File: src/rtl/relay_pkg.sv
package relay_pkg;

  // ----------------------------------------
  // Timing
  // ----------------------------------------
  localparam int CLK_HZ   = 10_000_000;
  localparam int TICK_MS  = 10;
  localparam int TICK_CYC = CLK_HZ / 1000 * TICK_MS;

  // ----------------------------------------
  // Register offsets (byte addresses)
  // ----------------------------------------
  localparam logic [7:0] A_CTRL     = 8'h00;
  localparam logic [7:0] A_LVB      = 8'h04;
  localparam logic [7:0] A_BF_CFG   = 8'h08;
  localparam logic [7:0] A_BF_DLY   = 8'h0C;
  localparam logic [7:0] A_ROUTE    = 8'h10;
  localparam logic [7:0] A_LATCH    = 8'h14;
  localparam logic [7:0] A_BLOCK    = 8'h18;
  localparam logic [7:0] A_FORCE    = 8'h1C;
  localparam logic [7:0] A_IRQ_STAT = 8'h20;
  localparam logic [7:0] A_IRQ_CLR  = 8'h24;
  localparam logic [7:0] A_IRQ_EN   = 8'h28;
  localparam logic [7:0] A_OUTS     = 8'h2C;
  localparam logic [7:0] A_BF_TIME  = 8'h30;
  localparam logic [7:0] A_STG_BASE = 8'h40;
  localparam logic [7:0] A_STG_STEP = 8'h20;
  localparam logic [7:0] S_THR      = 8'h00;
  localparam logic [7:0] S_DLY      = 8'h04;
  localparam logic [7:0] S_CFG      = 8'h08;
  localparam logic [7:0] S_CNT      = 8'h0C;
  localparam logic [7:0] S_STAT     = 8'h10;

  // ----------------------------------------
  // Field positions
  // ----------------------------------------
  localparam int CTRL_CLR   = 0;
  localparam int CTRL_DIRST = 1;
  localparam int CTRL_FORCE = 2;
  localparam int CFG_OVER   = 0;
  localparam int CFG_EV     = 4;
  localparam int BF_SUP_LSB = 0;
  localparam int BF_BAK_LSB = 4;
  localparam int N_STG      = 2;
  localparam int N_SRC      = 4;
  localparam int N_DST      = 7;
  localparam int N_BLK      = 5;
  localparam int N_EV       = 9;
  localparam int EV_BF      = 8;
  localparam logic [7:0] PCT_FULL = 8'h64;

  // ----------------------------------------
  // Reset values
  // ----------------------------------------
  localparam logic [15:0] THR0_RST = 16'h13EC;
  localparam logic [15:0] THR1_RST = 16'h1450;
  localparam logic [15:0] DLY0_RST = 16'h0014;
  localparam logic [15:0] DLY1_RST = 16'h000A;
  localparam logic [7:0]  CFG_RST  = 8'hF1;
  localparam logic [7:0]  LVB_RST  = 8'h28;
  localparam logic [7:0]  BFC_RST  = 8'h10;
  localparam logic [15:0] BFD_RST  = 16'h0014;

  typedef enum logic [1:0] {
    BUS_IDLE = 2'b01,
    BUS_ACK  = 2'b10
  } bus_state_t;

endpackage
File: src/rtl/breaker_failure_supervisor.sv
`timescale 1ns/1ps
module breaker_failure_supervisor (
  input  wire logic        i_clk,
  input  wire logic        i_nrst,
  input  wire logic        i_tick,
  input  wire logic        i_sup,
  input  wire logic        i_inhibit,
  input  wire logic [15:0] i_dly,
  output logic             o_backup,
  output logic [15:0]      o_time
);
  // Time since supervised output rose; saturates
  always_ff @(posedge i_clk) begin
    if (!i_nrst || !i_sup) begin
      o_time <= 16'h0000; // [RULE_07]
    end else if (i_tick && o_time != 16'hFFFF) begin
      o_time <= o_time + 16'h0001; // [RULE_07]
    end
  end

  // Backup holds until the supervised output drops or forced test control inhibits it
  always_ff @(posedge i_clk) begin
    if (!i_nrst || !i_sup || i_inhibit) begin
      o_backup <= 1'b0; // [RULE_10]
    end else if (o_time > i_dly) begin
      o_backup <= 1'b1; // [RULE_08]
    end
  end
endmodule // breaker_failure_supervisor

File: src/rtl/freq_relay_top.sv
// Added by the designer: the address map and the Avalon-MM register port.
`timescale 1ns/1ps
// Overview of operation
// RULE_01: Two stages, own threshold and delay.
// RULE_02: Under mode starts when frequency below threshold.
// RULE_03: Trip only after uninterrupted full delay.
// RULE_04: Elapsed percent; 100 coincides with trip.
// RULE_05: Start counter counts start rising edges.
// RULE_06: Trip counter counts trip rising edges.
// RULE_07: Time supervised output from rise to fall.
// RULE_08: Overlong supervised output asserts held backup trip.
// RULE_09: Supervised and backup outputs are selectable.
// RULE_10: Supervision inhibited during forced test control.
// RULE_11: Any stage signal routes to any output.
// RULE_12: Each route is follower or latching.
// RULE_13: Latch reset clears all latches together; code keeps a latch set while its routed source is high in that cycle.
// RULE_14: Reset from keypad, bus, or configured input.
// RULE_15: Blocked stage never starts; running delay freezes.
// RULE_16: Input or stage signals block stages per bit.
// RULE_17: Over mode starts above threshold, trips after delay.
// RULE_18: Low voltage below limit holds stages inactive.
// RULE_19: Four event enables per stage, default on.
module freq_relay_top
  import relay_pkg::*;
#(
  parameter int TICK_CYCLES = TICK_CYC
)(
  input  wire logic        i_clk,
  input  wire logic        i_nrst,
  input  wire logic [7:0]  i_address,
  input  wire logic        i_read,
  input  wire logic        i_write,
  input  wire logic [31:0] i_writedata,
  output logic [31:0]      o_readdata,
  output logic             o_waitrequest,
  input  wire logic [15:0] i_freq,
  input  wire logic [7:0]  i_volt_pct,
  input  wire logic        i_first_digital_input,
  input  wire logic        i_keypad_reset,
  output logic             o_primary_trip_out,
  output logic             o_backup_trip_out,
  output logic [2:0]       o_alarm_outs,
  output logic             o_alarm_indicator,
  output logic             o_trip_indicator,
  output logic             o_irq
);

  // ----------------------------------------
  // Elaboration checks
  // ----------------------------------------
  if (TICK_CYCLES < 1) begin : g_chk
    $error("TICK_CYCLES must be at least one");
  end

  // ----------------------------------------
  // Declarations
  // ----------------------------------------
  bus_state_t         bus_r;
  logic               we;
  logic               cmd_clr_r;
  logic               di_rst_r;
  logic               force_r;
  logic [7:0]         lvb_r;
  logic [7:0]         bfc_r;
  logic [15:0]        bfd_r;
  logic [27:0]        route_r;
  logic [27:0]        latch_mode_r;
  logic [9:0]         block_r;
  logic [6:0]         force_val_r;
  logic [N_EV-1:0]    irq_stat_r;
  logic [N_EV-1:0]    irq_en_r;
  logic [N_EV-1:0]    ev;
  logic [15:0]        thr_r   [N_STG];
  logic [15:0]        dly_r   [N_STG];
  logic [7:0]         cfg_r   [N_STG];
  logic               st_start[N_STG];
  logic               st_trip [N_STG];
  logic               prv_start_r[N_STG];
  logic               prv_trip_r [N_STG];
  logic [7:0]         st_pct  [N_STG];
  logic [15:0]        st_scnt [N_STG];
  logic [15:0]        st_tcnt [N_STG];
  logic [N_SRC-1:0]   src;
  logic [N_BLK-1:0]   blk_src;
  logic [27:0]        lat_r;
  logic [N_DST-1:0]   mat_out;
  logic [N_DST-1:0]   outs_r;
  logic [N_DST-1:0]   outs_nxt;
  logic               din_s1_r;
  logic               din_s2_r;
  logic               key_s1_r;
  logic               key_s2_r;
  logic               latch_clr;
  logic               lv_block;
  logic               sup;
  logic               backup;
  logic               prv_backup_r;
  logic [15:0]        bf_time;
  logic [31:0]        tick_cnt_r;
  logic               tick_r;

  // ----------------------------------------
  // Decode helpers
  // ----------------------------------------
  // Stage register hit: returns stage index+1, zero when none
  function automatic logic [1:0] stage_hit(input logic [7:0] a, input logic [7:0] off);
    logic [1:0] r;
    r = 2'd0;
    for (int k = 0; k < N_STG; k++) begin
      if (a == 8'(A_STG_BASE + 8'(k) * A_STG_STEP + off)) r = 2'(k + 1);
    end
    return r;
  endfunction

  // Pick one of the seven outputs
  function automatic logic pick(input logic [N_DST-1:0] v, input logic [2:0] sel);
    return (sel < 3'(N_DST)) ? v[sel] : 1'b0;
  endfunction

  // ----------------------------------------
  // Input synchronisers
  // ----------------------------------------
  // Pins are asynchronous to the tick logic
  always_ff @(posedge i_clk) begin
    if (!i_nrst) begin
      din_s1_r <= 1'b0;
      din_s2_r <= 1'b0;
      key_s1_r <= 1'b0;
      key_s2_r <= 1'b0;
    end else begin
      din_s1_r <= i_first_digital_input;
      din_s2_r <= din_s1_r;
      key_s1_r <= i_keypad_reset;
      key_s2_r <= key_s1_r;
    end
  end

  // ----------------------------------------
  // Time base
  // ----------------------------------------
  // One pulse per delay unit; all delays count these
  always_ff @(posedge i_clk) begin
    if (!i_nrst) begin
      tick_cnt_r <= 32'h0000_0000;
      tick_r     <= 1'b0;
    end else if (tick_cnt_r >= 32'(TICK_CYCLES - 1)) begin
      tick_cnt_r <= 32'h0000_0000;
      tick_r     <= 1'b1;
    end else begin
      tick_cnt_r <= tick_cnt_r + 32'h0000_0001;
      tick_r     <= 1'b0;
    end
  end

  // ----------------------------------------
  // Avalon-MM slave
  // ----------------------------------------
  // One wait state per access keeps read data registered
  always_ff @(posedge i_clk) begin
    if (!i_nrst) begin
      bus_r         <= BUS_IDLE;
      o_waitrequest <= 1'b1;
    end else begin
      case (bus_r)
        BUS_IDLE: begin
          if (i_read || i_write) begin
            bus_r         <= BUS_ACK;
            o_waitrequest <= 1'b0;
          end
        end
        BUS_ACK: begin
          bus_r         <= BUS_IDLE;
          o_waitrequest <= 1'b1;
        end
        default: begin
          bus_r         <= BUS_IDLE;
          o_waitrequest <= 1'b1;
        end
      endcase
    end
  end

  assign we = i_write && (bus_r == BUS_ACK);

  // Read mux; unmapped offsets read zero
  always_ff @(posedge i_clk) begin
    if (!i_nrst) begin
      o_readdata <= 32'h0000_0000;
    end else if (i_read && bus_r == BUS_IDLE) begin
      o_readdata <= 32'h0000_0000;
      case (i_address)
        A_CTRL:     o_readdata <= {29'h0, force_r, di_rst_r, 1'b0};
        A_LVB:      o_readdata <= {24'h0, lvb_r};
        A_BF_CFG:   o_readdata <= {24'h0, bfc_r};
        A_BF_DLY:   o_readdata <= {16'h0, bfd_r};
        A_ROUTE:    o_readdata <= {4'h0, route_r};
        A_LATCH:    o_readdata <= {4'h0, latch_mode_r};
        A_BLOCK:    o_readdata <= {22'h0, block_r};
        A_FORCE:    o_readdata <= {25'h0, force_val_r};
        A_IRQ_STAT: o_readdata <= {23'h0, irq_stat_r};
        A_IRQ_EN:   o_readdata <= {23'h0, irq_en_r};
        A_OUTS:     o_readdata <= {25'h0, outs_r};
        A_BF_TIME:  o_readdata <= {16'h0, bf_time}; // [RULE_07]
        default: begin
          for (int k = 0; k < N_STG; k++) begin
            if (stage_hit(i_address, S_THR) == 2'(k + 1))
              o_readdata <= {16'h0, thr_r[k]};
            if (stage_hit(i_address, S_DLY) == 2'(k + 1))
              o_readdata <= {16'h0, dly_r[k]};
            if (stage_hit(i_address, S_CFG) == 2'(k + 1))
              o_readdata <= {24'h0, cfg_r[k]};
            if (stage_hit(i_address, S_CNT) == 2'(k + 1))
              o_readdata <= {st_tcnt[k], st_scnt[k]}; // [RULE_05] [RULE_06]
            if (stage_hit(i_address, S_STAT) == 2'(k + 1))
              o_readdata <= {16'h0, st_pct[k], 6'h0, st_trip[k], st_start[k]}; // [RULE_04]
          end
        end
      endcase
    end
  end

  // ----------------------------------------
  // Global configuration registers
  // ----------------------------------------
  always_ff @(posedge i_clk) begin
    if (!i_nrst) begin
      cmd_clr_r    <= 1'b0;
      di_rst_r     <= 1'b0;
      force_r      <= 1'b0;
      lvb_r        <= LVB_RST;
      bfc_r        <= BFC_RST;
      bfd_r        <= BFD_RST;
      route_r      <= 28'h000_0000;
      latch_mode_r <= 28'h000_0000;
      block_r      <= 10'h000;
      force_val_r  <= 7'h00;
    end else begin
      // Clear command is a one-cycle strobe
      cmd_clr_r <= we && i_address == A_CTRL && i_writedata[CTRL_CLR];
      if (we && i_address == A_CTRL) begin
        di_rst_r <= i_writedata[CTRL_DIRST];
        force_r  <= i_writedata[CTRL_FORCE];
      end
      if (we && i_address == A_LVB)    lvb_r        <= i_writedata[7:0];
      if (we && i_address == A_BF_CFG) bfc_r        <= i_writedata[7:0]; // [RULE_09]
      if (we && i_address == A_BF_DLY) bfd_r        <= i_writedata[15:0];
      if (we && i_address == A_ROUTE)  route_r      <= i_writedata[27:0]; // [RULE_11]
      if (we && i_address == A_LATCH)  latch_mode_r <= i_writedata[27:0]; // [RULE_12]
      if (we && i_address == A_BLOCK)  block_r      <= i_writedata[9:0]; // [RULE_16]
      if (we && i_address == A_FORCE)  force_val_r  <= i_writedata[6:0];
    end
  end

  // ----------------------------------------
  // Frequency stages
  // ----------------------------------------
  assign lv_block = i_volt_pct < lvb_r; // [RULE_18]
  assign blk_src  = {src, din_s2_r};

  for (genvar k = 0; k < N_STG; k++) begin : g_stg
    // Per-stage settings
    always_ff @(posedge i_clk) begin
      if (!i_nrst) begin
        thr_r[k] <= (k == 0) ? THR0_RST : THR1_RST;
        dly_r[k] <= (k == 0) ? DLY0_RST : DLY1_RST;
        cfg_r[k] <= CFG_RST; // [RULE_19]
      end else begin
        if (we && stage_hit(i_address, S_THR) == 2'(k + 1)) thr_r[k] <= i_writedata[15:0];
        if (we && stage_hit(i_address, S_DLY) == 2'(k + 1)) dly_r[k] <= i_writedata[15:0];
        if (we && stage_hit(i_address, S_CFG) == 2'(k + 1)) cfg_r[k] <= i_writedata[7:0];
      end
    end

    freq_stage u_stage (
      .i_clk         (i_clk),
      .i_nrst        (i_nrst),
      .i_tick        (tick_r),
      .i_freq        (i_freq),
      .i_thr         (thr_r[k]),
      .i_dly         (dly_r[k]),
      .i_over        (cfg_r[k][CFG_OVER]),
      .i_block       (|(blk_src & block_r[k*N_BLK +: N_BLK])), // [RULE_16] [RULE_15]
      .i_lv_block    (lv_block),
      .o_start       (st_start[k]),
      .o_trip        (st_trip[k]),
      .o_pct         (st_pct[k]),
      .o_start_count (st_scnt[k]),
      .o_trip_count  (st_tcnt[k])
    ); // [RULE_01]

    assign src[2*k]   = st_start[k];
    assign src[2*k+1] = st_trip[k];

    // Event edges: start on, start off, trip on, trip off
    always_ff @(posedge i_clk) begin
      if (!i_nrst) begin
        prv_start_r[k] <= 1'b0;
        prv_trip_r[k]  <= 1'b0;
      end else begin
        prv_start_r[k] <= st_start[k];
        prv_trip_r[k]  <= st_trip[k];
      end
    end
    assign ev[4*k]   = cfg_r[k][CFG_EV]   & st_start[k] & ~prv_start_r[k]; // [RULE_19]
    assign ev[4*k+1] = cfg_r[k][CFG_EV+1] & ~st_start[k] & prv_start_r[k]; // [RULE_19]
    assign ev[4*k+2] = cfg_r[k][CFG_EV+2] & st_trip[k] & ~prv_trip_r[k]; // [RULE_19]
    assign ev[4*k+3] = cfg_r[k][CFG_EV+3] & ~st_trip[k] & prv_trip_r[k]; // [RULE_19]
  end

  // ----------------------------------------
  // Output matrix
  // ----------------------------------------
  // Any of the three sources may clear the latches
  assign latch_clr = cmd_clr_r | key_s2_r | (di_rst_r & din_s2_r); // [RULE_13] [RULE_14]

  for (genvar c = 0; c < N_SRC * N_DST; c++) begin : g_lat
    // Source high beats a simultaneous clear
    always_ff @(posedge i_clk) begin
      if (!i_nrst) begin
        lat_r[c] <= 1'b0;
      end else if (route_r[c] && src[c / N_DST]) begin
        lat_r[c] <= 1'b1; // [RULE_12]
      end else if (latch_clr) begin
        lat_r[c] <= 1'b0; // [RULE_13]
      end
    end
  end

  // Crossing c = source * 7 + destination
  always_comb begin
    mat_out = '0;
    for (int c = 0; c < N_SRC * N_DST; c++) begin
      if (route_r[c])
        mat_out[c % N_DST] = mat_out[c % N_DST] |
                             (latch_mode_r[c] ? lat_r[c] : src[c / N_DST]); // [RULE_11] [RULE_12]
    end
  end

  // ----------------------------------------
  // Breaker failure supervision
  // ----------------------------------------
  assign sup = pick(outs_r, bfc_r[BF_SUP_LSB +: 3]); // [RULE_09]

  breaker_failure_supervisor u_bf (
    .i_clk     (i_clk),
    .i_nrst    (i_nrst),
    .i_tick    (tick_r),
    .i_sup     (sup),
    .i_inhibit (force_r), // [RULE_10]
    .i_dly     (bfd_r),
    .o_backup  (backup),
    .o_time    (bf_time)
  );

  // Backup ORs into its chosen output; force overrides all
  always_comb begin
    outs_nxt = mat_out;
    for (int d = 0; d < N_DST; d++) begin
      if (backup && bfc_r[BF_BAK_LSB +: 3] == 3'(d)) outs_nxt[d] = 1'b1; // [RULE_08] [RULE_09]
    end
    if (force_r) outs_nxt = force_val_r;
  end

  always_ff @(posedge i_clk) begin
    if (!i_nrst) outs_r <= '0;
    else         outs_r <= outs_nxt;
  end

  // Pins registered from outs_nxt in parallel with the output register
  always_ff @(posedge i_clk) begin
    if (!i_nrst) begin
      o_primary_trip_out <= 1'b0;
      o_backup_trip_out  <= 1'b0;
      o_alarm_outs       <= 3'h0;
      o_alarm_indicator  <= 1'b0;
      o_trip_indicator   <= 1'b0;
    end else begin
      o_primary_trip_out <= outs_nxt[0];
      o_backup_trip_out  <= outs_nxt[1];
      o_alarm_outs       <= outs_nxt[4:2];
      o_alarm_indicator  <= outs_nxt[5];
      o_trip_indicator   <= outs_nxt[6];
    end
  end

  // ----------------------------------------
  // Interrupts
  // ----------------------------------------
  assign ev[EV_BF] = backup & ~prv_backup_r;

  // Set beats clear so no event is lost
  always_ff @(posedge i_clk) begin
    if (!i_nrst) begin
      prv_backup_r <= 1'b0;
      irq_stat_r   <= '0;
      irq_en_r     <= '0;
      o_irq        <= 1'b0;
    end else begin
      prv_backup_r <= backup;
      if (we && i_address == A_IRQ_CLR)
        irq_stat_r <= (irq_stat_r & ~i_writedata[N_EV-1:0]) | ev;
      else
        irq_stat_r <= irq_stat_r | ev;
      if (we && i_address == A_IRQ_EN) irq_en_r <= i_writedata[N_EV-1:0];
      o_irq <= |(irq_stat_r & irq_en_r);
    end
  end

endmodule // freq_relay_top

File: src/rtl/freq_stage.sv
`timescale 1ns/1ps
module freq_stage
  import relay_pkg::*;
(
  input  wire logic        i_clk,
  input  wire logic        i_nrst,
  input  wire logic        i_tick,
  input  wire logic [15:0] i_freq,
  input  wire logic [15:0] i_thr,
  input  wire logic [15:0] i_dly,
  input  wire logic        i_over,
  input  wire logic        i_block,
  input  wire logic        i_lv_block,
  output logic             o_start,
  output logic             o_trip,
  output logic [7:0]       o_pct,
  output logic [15:0]      o_start_count,
  output logic [15:0]      o_trip_count
);
  logic [15:0] cnt_r;
  logic        cond;
  logic        start_nxt;
  logic [23:0] prod;

  // Pickup test; low voltage holds the stage quiet
  assign cond = ~i_lv_block & (i_over ? (i_freq > i_thr) : (i_freq < i_thr)); // [RULE_02] [RULE_17] [RULE_18]
  // Blocked stage may not pick up, but keeps a running start
  assign start_nxt = cond & (o_start | ~i_block); // [RULE_15]
  assign prod = {8'h00, cnt_r} * 24'd100;

  // Start level
  always_ff @(posedge i_clk) begin
    if (!i_nrst) o_start <= 1'b0;
    else         o_start <= start_nxt;
  end

  // Definite-time counter, frozen while blocked
  always_ff @(posedge i_clk) begin
    if (!i_nrst || !start_nxt) begin
      cnt_r <= 16'h0000; // [RULE_03]
    end else if (i_tick && !i_block && cnt_r < i_dly) begin
      cnt_r <= cnt_r + 16'h0001; // [RULE_15]
    end
  end

  // Trip and percentage come from the same count, so 100 meets trip
  always_ff @(posedge i_clk) begin
    if (!i_nrst || !start_nxt) begin
      o_trip <= 1'b0;
      o_pct  <= 8'h00;
    end else if (cnt_r >= i_dly) begin
      o_trip <= 1'b1;     // [RULE_03]
      o_pct  <= PCT_FULL; // [RULE_04]
    end else begin
      o_trip <= 1'b0;
      o_pct  <= 8'((prod / {8'h00, i_dly})); // [RULE_04]
    end
  end

  // Counters wrap silently
  always_ff @(posedge i_clk) begin
    if (!i_nrst) begin
      o_start_count <= 16'h0000;
      o_trip_count  <= 16'h0000;
    end else begin
      if (start_nxt && !o_start) o_start_count <= o_start_count + 16'h0001; // [RULE_05]
      if (start_nxt && !o_trip && cnt_r >= i_dly)
        o_trip_count <= o_trip_count + 16'h0001; // [RULE_06]
    end
  end
endmodule // freq_stage

File: config.mk
export PLATFORM = sky130hd
export DESIGN_NAME = freq_relay_top
export DESIGN_NICKNAME = d
export VERILOG_FILES = /design/src/rtl/relay_pkg.sv /design/src/rtl/breaker_failure_supervisor.sv /design/src/rtl/freq_relay_top.sv /design/src/rtl/freq_stage.sv
export SDC_FILE = /design/constraint.sdc
export NUM_CORES = 2
export LEC_CHECK = 0
export ABC_AREA = 1
export BUFFER_PORTS_ARGS = -buffer_cell sky130_fd_sc_hd__buf_4
export CAP_MARGIN = 25
export CORE_ASPECT_RATIO = 1.2
export CORE_UTILIZATION = 48
export CTS_CLUSTER_SIZE = 24
export DETAILED_ROUTE_END_ITERATION = 7
export PLACE_DENSITY_LB_ADDON = 0.05
export RECOVER_POWER = 50
export SETUP_SLACK_MARGIN = 0.5
export SYNTH_ARGS = -nofsm -noshare
export SYNTH_HDL_FRONTEND = slang
export SYNTH_SLANG_ARGS = --single-unit
File: constraint.sdc
create_clock -name i_clk -period 97.6 [get_ports i_clk]
set_input_delay 19.52 -clock i_clk [delete_from_list [all_inputs] [get_ports i_clk]]
set_output_delay 19.52 -clock i_clk [all_outputs]
set_load 0.02 [all_outputs]
Word-level counts from Yosys, hierarchy flattened

Memories as Yosys holds them, arrays and structs flattened.
Cells that the tools add are included.

Bits in writable memories: 84
Input port bits: 70
Output and inout port bits: 41
Register bits after elaboration: 375
Logic and storage cells: 518
Memories kept: 5

Memories:

| name        | words | bits a word | read ports | clocked after memory_dff | wr ports | RTL line             | RTL |
|---|---|---|---|---|---|---|---|
| dly_r       | 2     | 16          | 2          | 0                        | 2        | freq_relay_top.sv:74 | `logic [15:0] dly_r [N_STG];` |
| thr_r       | 2     | 16          | 2          | 0                        | 2        | freq_relay_top.sv:73 | `logic [15:0] thr_r [N_STG];` |
| cfg_r       | 2     | 8           | 2          | 0                        | 2        | freq_relay_top.sv:75 | `logic [7:0] cfg_r [N_STG];` |
| prv_start_r | 2     | 1           | 2          | 0                        | 2        | freq_relay_top.sv:78 | `logic prv_start_r[N_STG];` |
| prv_trip_r  | 2     | 1           | 2          | 0                        | 2        | freq_relay_top.sv:79 | `logic prv_trip_r [N_STG];` |

Add/sub/neg operators: 8
Reduce and logical (&&, ||, !) cells: 118
Bitwise logic cells: 77
Divide/modulo/power cells: 2
Equality and inequality tests: 47
Muxes and demuxes: 173
Magnitude comparators: 13
Multipliers: 2

Operators by type and width:

| kind                                                                     | number |
|---|---|
| 32-bit case mux with 12 select lines                                     | 1 |
| 32-bit 2-to-1 mux                                                        | 9 |
| 1-bit 2-to-1 mux                                                         | 128 |
| 16-bit by 1-bit adder with 16-bit output (second input constant)         | 7 |
| 8-bit by 7-bit == test with 1-bit output (second input constant)         | 10 |
| 16-bit 2-to-1 mux                                                        | 5 |
| 1-bit logical AND                                                        | 65 |
| 16-bit less-than comparator                                              | 4 |
| 2-bit nonzero test                                                       | 28 |
| 23-bit by 16-bit divider with 24-bit output                              | 2 |
| 16-bit > comparator                                                      | 3 |
| 2-bit 2-to-1 mux                                                         | 23 |
| 16-bit by 5-bit multiplier with 21-bit output (second input constant)    | 2 |
| 8-bit by 6-bit == test with 1-bit output (second input constant)         | 5 |
| 1-bit OR                                                                 | 35 |
| 32-bit by 1-bit adder with 32-bit output (second input constant)         | 1 |
| 8-bit by 5-bit == test with 1-bit output (second input constant)         | 4 |
| 16-bit >= comparator                                                     | 2 |
| 32-bit by 17-bit >= comparator with 1-bit output (second input constant) | 1 |
| 1-bit bitwise AND                                                        | 22 |
| 7-bit 2-to-1 mux                                                         | 3 |
| 9-bit bitwise AND                                                        | 2 |
| 2-bit by 1-bit == test with 1-bit output (second input constant)         | 9 |
| 2-bit == test (second input constant)                                    | 9 |
| other kinds (25)                                                         | 60 |

Logic depth before layout (Yosys ltp)

Depth in word-level cells: 18
Mapped depth: 388
Mapped depth without buffers: 364

Modules after synthesis

From an unflattened synthesis, not the netlist that was laid out.

Cell total of the unflattened synthesis: 10,547
Area, all modules: 68,156.6 um^2

By module, submodules not included:

| module                        | area an instance (um^2) | seq. area each (um^2) | instances | cells each |
|---|---|---|---|---|
| freq_stage (g_stg[1].u_stage) | 26,491.7                | 1,161.1               | 1         | 4,304 |
| freq_stage (g_stg[0].u_stage) | 25,996.2                | 1,161.1               | 1         | 4,257 |
| freq_relay_top                | 14,285.0                | 7,166.9               | 1         | 1,775 |
| breaker_failure_supervisor    | 1,383.8                 | 340.3                 | 1         | 211 |

Worst setup path before layout

OpenSTA, ideal clock, no wires.

Path kind: register -> register
Start point: register g_stg[1].u_stage.cnt_r[8]
End point: register g_stg[1].u_stage.o_pct[0]
Arrival: 50,717 ps
Required time: 97,483 ps
Clock period less this slack: 50,835 ps
Library setup time: 117 ps
Path buffers: 30
Cell stages (with the launch flop): 358
Setup slack: 46,765 ps
Cells stage by stage: dfxtp_1 ha_1 ha_1 inv_1 fa_1 inv_1 ha_1 a21o_2 a31oi_1 nand3_2 xor2_1 inv_1 nor2_1 nand2_2 nor2_4 nand3_4 nand2_8 buf_8 [322 not listed] nor2_8 inv_4 nor2_4 buf_6 nand2_1 o21ai_1 inv_1 ha_1 a21oi_1 nor2_1 a211oi_1 o221ai_1 a21oi_1 nand2_1 nor2_1 nand3_1 nor2_1 a21oi_1

Word-level cells in the longest chain between the ends: 2
Elaborated cells between the ends (all ways): 4
Those cells by class: 1 x mul; 1 x div; 1 x order compare; 1 x reduce/logical

Ends and longest elaborated chain:

| item                                                                                         | RTL line                           | RTL |
|---|---|---|
| from (decl)                                                                                  | freq_stage.sv:20                   | `logic [15:0] cnt_r;` |
| from (signal assigned)                                                                       | freq_stage.sv:42                   | `cnt_r <= cnt_r + 16'h0001;` |
| 16-bit by 5-bit multiplier with 21-bit output / 16-bit >= comparator (equally long branches) | freq_stage.sv:29, freq_stage.sv:51 |  |
| 23-bit by 16-bit divider with 24-bit output / 2-bit OR reduction (equally long branches)     | -                                  |  |
| to (signal assigned)                                                                         | freq_stage.sv:56                   | `o_pct <= 8'((prod / {8'h00, i_dly}));` |
| to (decl)                                                                                    | freq_stage.sv:16                   | `output logic [7:0] o_pct,` |

Several ways; a longest one is shown, not always the timed one.
A chain may end at the register's enable or synchronous reset.

Worst setup path in the final report

Start point: register g_stg[0].u_stage.cnt_r[1]
End point: register g_stg[0].u_stage.o_pct[0]

Word-level cells in the longest chain between the ends: 2
Elaborated cells between the ends (all ways): 4
Those cells by class: 1 x mul; 1 x div; 1 x order compare; 1 x reduce/logical

Ends and longest elaborated chain:

| item                                                                                         | RTL line |
|---|---|
| from (decl)                                                                                  | freq_stage.sv:20 |
| from (signal assigned)                                                                       | freq_stage.sv:42 |
| 16-bit by 5-bit multiplier with 21-bit output / 16-bit >= comparator (equally long branches) | freq_stage.sv:29, freq_stage.sv:51 |
| 23-bit by 16-bit divider with 24-bit output / 2-bit OR reduction (equally long branches)     | - |
| to (signal assigned)                                                                         | freq_stage.sv:56 |
| to (decl)                                                                                    | freq_stage.sv:16 |

Several ways; a longest one is shown, not always the timed one.

==> results.yml <==
detailed_routing:
  postRouteAntennaNets: 0
  violation_count_after_the_first_detailed_route_iteration: 4506
  routed_wire_length_per_instance_um: 18.7
  routed-via-count: 66281
  drt_pass1_iterations: 6
  remaining_drc_errors: 0
  viasPerCell: 5.64
  wirelength_mm: 219
outcome:
  violations: "capacitance limit, slew limit"
  status: "finished with violations"
critical_path:
  slowest_stage: "sky130_fd_sc_hd__a21oi_1"
  worst-setup-path-type: "reg2reg"
  timing.critical_path.to_type: "register"
  worst_ep_required_time_ns: 98.09
  critical_path_arrival_ns: 64.35
  critical_path_peak_fanout: 29
  critPathLaunchType: "register"
  timing.critical_path.mode_cell: "sky130_fd_sc_hd__nand2_1"
  crit_path_max_incr_delay_ns: 0.77
floorplanning:
  design.die.area_um2: 135000
  fp.coreArea_um2: 132000
  initial_utilization: 0.485
  die_width_um: 336
  die-height_um: 402
  io_pins: 111
  std_cell_rows: 146
final_layout:
  fin_cells: 11751
  final_area_um2: 67800
  layout.filler_cells: 14009
  final_core_utilization: 0.512
  finish.net_count: 10760
  insertedDiodeCount: 0
  synthToLayoutAreaGrowth_pct: 5.71
  layout-drive-gt1-share: 0.0895
flow_run:
  maxCapViolations: 5
cts:
  cts_setup_buffers: 0
  number_of_buffers_created_by_cts: 49
  cts.clk_slew.worst_paths_ns: 0.06
  number_of_sinks_handled_by_clock_tree_synthesis: 451
  cts_tree: "yes"
  max_h_tree_level: 2
  clock_tree.root_cell: "sky130_fd_sc_hd__clkbuf_16"
  clock_insertion_delay_worst_skew_ns: 0.62
  cts_max_path_buffers: 3
  cts_hold_buffers: 0
  cts_resized: 0
placement:
  post-place-ws_ns: 34.47
  placement.cell_area_um2: 66300
  routabilityCongestion: 0.969
  detailed_place_hpwl_mm: 173
  placement.io_buffers: 106
  place.detailed.instances: 11660
yosys:
  netlist_instances: 9906
  ys_top_cells_by_area: "sky130_fd_sc_hd__ha_1 (14%), sky130_fd_sc_hd__dfxtp_1 (12%), sky130_fd_sc_hd__nand2_1 (11%), sky130_fd_sc_hd__inv_1 (7.8%), sky130_fd_sc_hd__a21oi_1 (6.5%)"
  synthArstFlopShare: 0
  mappedNetlistArea_um2: 64100
  ys_seq_elements: 451
  synth_enable_flop_cells: 80
  synth_warnings: 0
  synth_top_cell_by_area: "sky130_fd_sc_hd__ha_1"
  postSynth.topFlopCell: "sky130_fd_sc_hd__dfxtp_1"
  sequential_share_of_the_synthesized_area: 0.153
  synth_cell_types: 94
  synth_top_area_frac: 0.142
  post_synth.cell_area_avg_um2: 6.47
global_routing:
  antenna_found_initial: 6
  grt_start_max_net_pins: 105
  global_route.overflow_total: 0
  first_pass_grt_wire_length_mm: 338
  grt_pass1_vias: 62183
  grt_use_total: 0.314
timing:
  period_share: 0.654
  rsz0062_at_grt: "false"
  drv_slew: 293
  timing.fmax_mhz: 15.7
  time_the_worst_path_needs_with_i_o_delays_and_setup_ns: 63.86
  hold_viol_final: 0
  worst-slew-pin-transition_ns: 4.02
  max_slew_margin: -1.68
  fin_hold_ws_ns: 0.419
  finalWorstSetupSlack_ns: 33.74
  final-setup-viol-count: 0
  fin_skew_ns: 0.0372
  tns_setup_ns: 0
power_and_ir_drop:
  power_per_cell_area_nw_per_um2: 6.97
  ir_worst_vdd_uv: 13.6
  fin_total_pwr_uw: 472
  total_leakage_power_nw: 34.0
hold_path:
  min_path_type: "reg2reg"
worst paths after layout:
path	from	to	slack (ns)	depth (start not counted)
max reg2reg	g_stg[0].u_stage.cnt_r[1]	g_stg[0].u_stage.o_pct[0]	33.74	336
min	key_s1_r	key_s2_r	0.42	2
min reg2reg	key_s1_r	key_s2_r	0.42	2
max	g_stg[0].u_stage.cnt_r[1]	g_stg[0].u_stage.o_pct[0]	33.74	336
Yosys cell counts, types with 32 or more instances:
master	instances
sky130_fd_sc_hd__a211oi_1	35
sky130_fd_sc_hd__a21o_1	32
sky130_fd_sc_hd__a21oi_1	838
sky130_fd_sc_hd__a31oi_1	38
sky130_fd_sc_hd__buf_6	34
sky130_fd_sc_hd__clkbuf_1	117
sky130_fd_sc_hd__dfxtp_1	371
sky130_fd_sc_hd__edfxtp_1	80
sky130_fd_sc_hd__ha_1	728
sky130_fd_sc_hd__inv_1	1327
sky130_fd_sc_hd__inv_2	47
sky130_fd_sc_hd__nand2_1	1912
sky130_fd_sc_hd__nand2_2	236
sky130_fd_sc_hd__nand2_4	77
sky130_fd_sc_hd__nand3_1	524
sky130_fd_sc_hd__nand3_2	65
sky130_fd_sc_hd__nand3b_1	37
sky130_fd_sc_hd__nand4_1	193
sky130_fd_sc_hd__nor2_1	803
sky130_fd_sc_hd__nor2_2	78
sky130_fd_sc_hd__nor3_1	155
sky130_fd_sc_hd__nor4_1	53
sky130_fd_sc_hd__o211ai_1	33
sky130_fd_sc_hd__o21ai_0	834
sky130_fd_sc_hd__o21ai_1	50
sky130_fd_sc_hd__o21bai_1	79
sky130_fd_sc_hd__o22ai_1	62
sky130_fd_sc_hd__or2_2	45
sky130_fd_sc_hd__xnor2_1	219
sky130_fd_sc_hd__xor2_1	337
routing by layer:
layer  global-route usage  wire length [µm]  vias up
li1                     -                 -    33383
met1                0.378             91900    30773
met2                0.567            107000     1671
met3               0.0271             10100      446
met4                0.132             10200        8
met5                    0                46        -
sequential cells by signal, summed over array words and instances, names as in the netlist, 7 cells and up:
name and cells:
bfc_r 8, bfd_r 16, block_r 10, cfg_r 16, dly_r 32, force_val_r 7
g_stg.u_stage.cnt_r 32, g_stg.u_stage.o_pct 16, g_stg.u_stage.o_start_count 32, g_stg.u_stage.o_trip_count 32, irq_en_r 9, irq_stat_r 9
lat_r 28, latch_mode_r 28, lvb_r 8, o_readdata 32, outs_r 7, route_r 28
thr_r 32, tick_cnt_r 32, u_bf.o_time 16
cells by family (layout without fill, tap and decap cells):
logic type,Yosys count,after routing,share of synthesized area
simple gates,4285,4285,0.317
compound gates,2237,2237,0.197
buf+inv,1617,1672,0.105
fa+ha+maj,752,752,0.150
xor+xnor,561,561,0.0772
flops,451,451,0.153
mux,2,2,0.000312
other cells,1,15,0.0000585
power breakdown:
| group | internal (mW) | total, mW | leakage, nW | switching [mW] |
|---|---|---|---|---|
| Clock | 0.107 | 0.189 | 0.782 | 0.0822 |
| Combinational | 0.0279 | 0.0883 | 29.5 | 0.0604 |
| Sequential | 0.192 | 0.195 | 3.73 | 0.00291 |
| Total | 0.327 | 0.472 | 34.0 | 0.146 |
final cells by class:
cell class              instances  area, µm²  share of cell area
repair buffers                178       1180              0.0174
multi-input cells            7852      47600               0.703
clock buffers                  74       1460              0.0216
well taps                    1776       2220              0.0328
flip-flops and latches        451       9830               0.145
inverters                    1406       5310              0.0784
clock inverters                14        150             0.00222
worst max-delay path: cells and delay by family, from the launching register on:
| family | cells | cell delay (ns) |
|---|---|---|
| flip-flops | 1 | 0.61 |
| adder cells (fa/ha/maj) | 28 | 9.81 |
| AND/OR/NAND/NOR | 143 | 21.80 |
| XOR/XNOR | 4 | 0.86 |
| buffers and inverters | 39 | 6.97 |
| AO/OA/AOI/OAI | 122 | 23.44 |
layout by cell type, fill, tap and decap left out, drive strengths merged, types with 36 or more instances in the layout:
master  synthesis  routed
a21o           37      37
a21oi         849     849
a31oi          39      39
buf            68     129
clkbuf        143     123
clkinv         26      36
dfxtp         371     371
edfxtp         80      80
ha            728     728
inv          1380    1380
nand2        2228    2228
nand3         601     601
nand3b         37      37
nand4         204     204
nor2          913     913
nor3          162     162
nor4           53      53
o21ai         903     903
o21bai         79      79
o22ai          62      62
or2            51      51
xnor2         223     223
xor2          338     338
No activity file was read; power rests on OpenSTA's default activity.
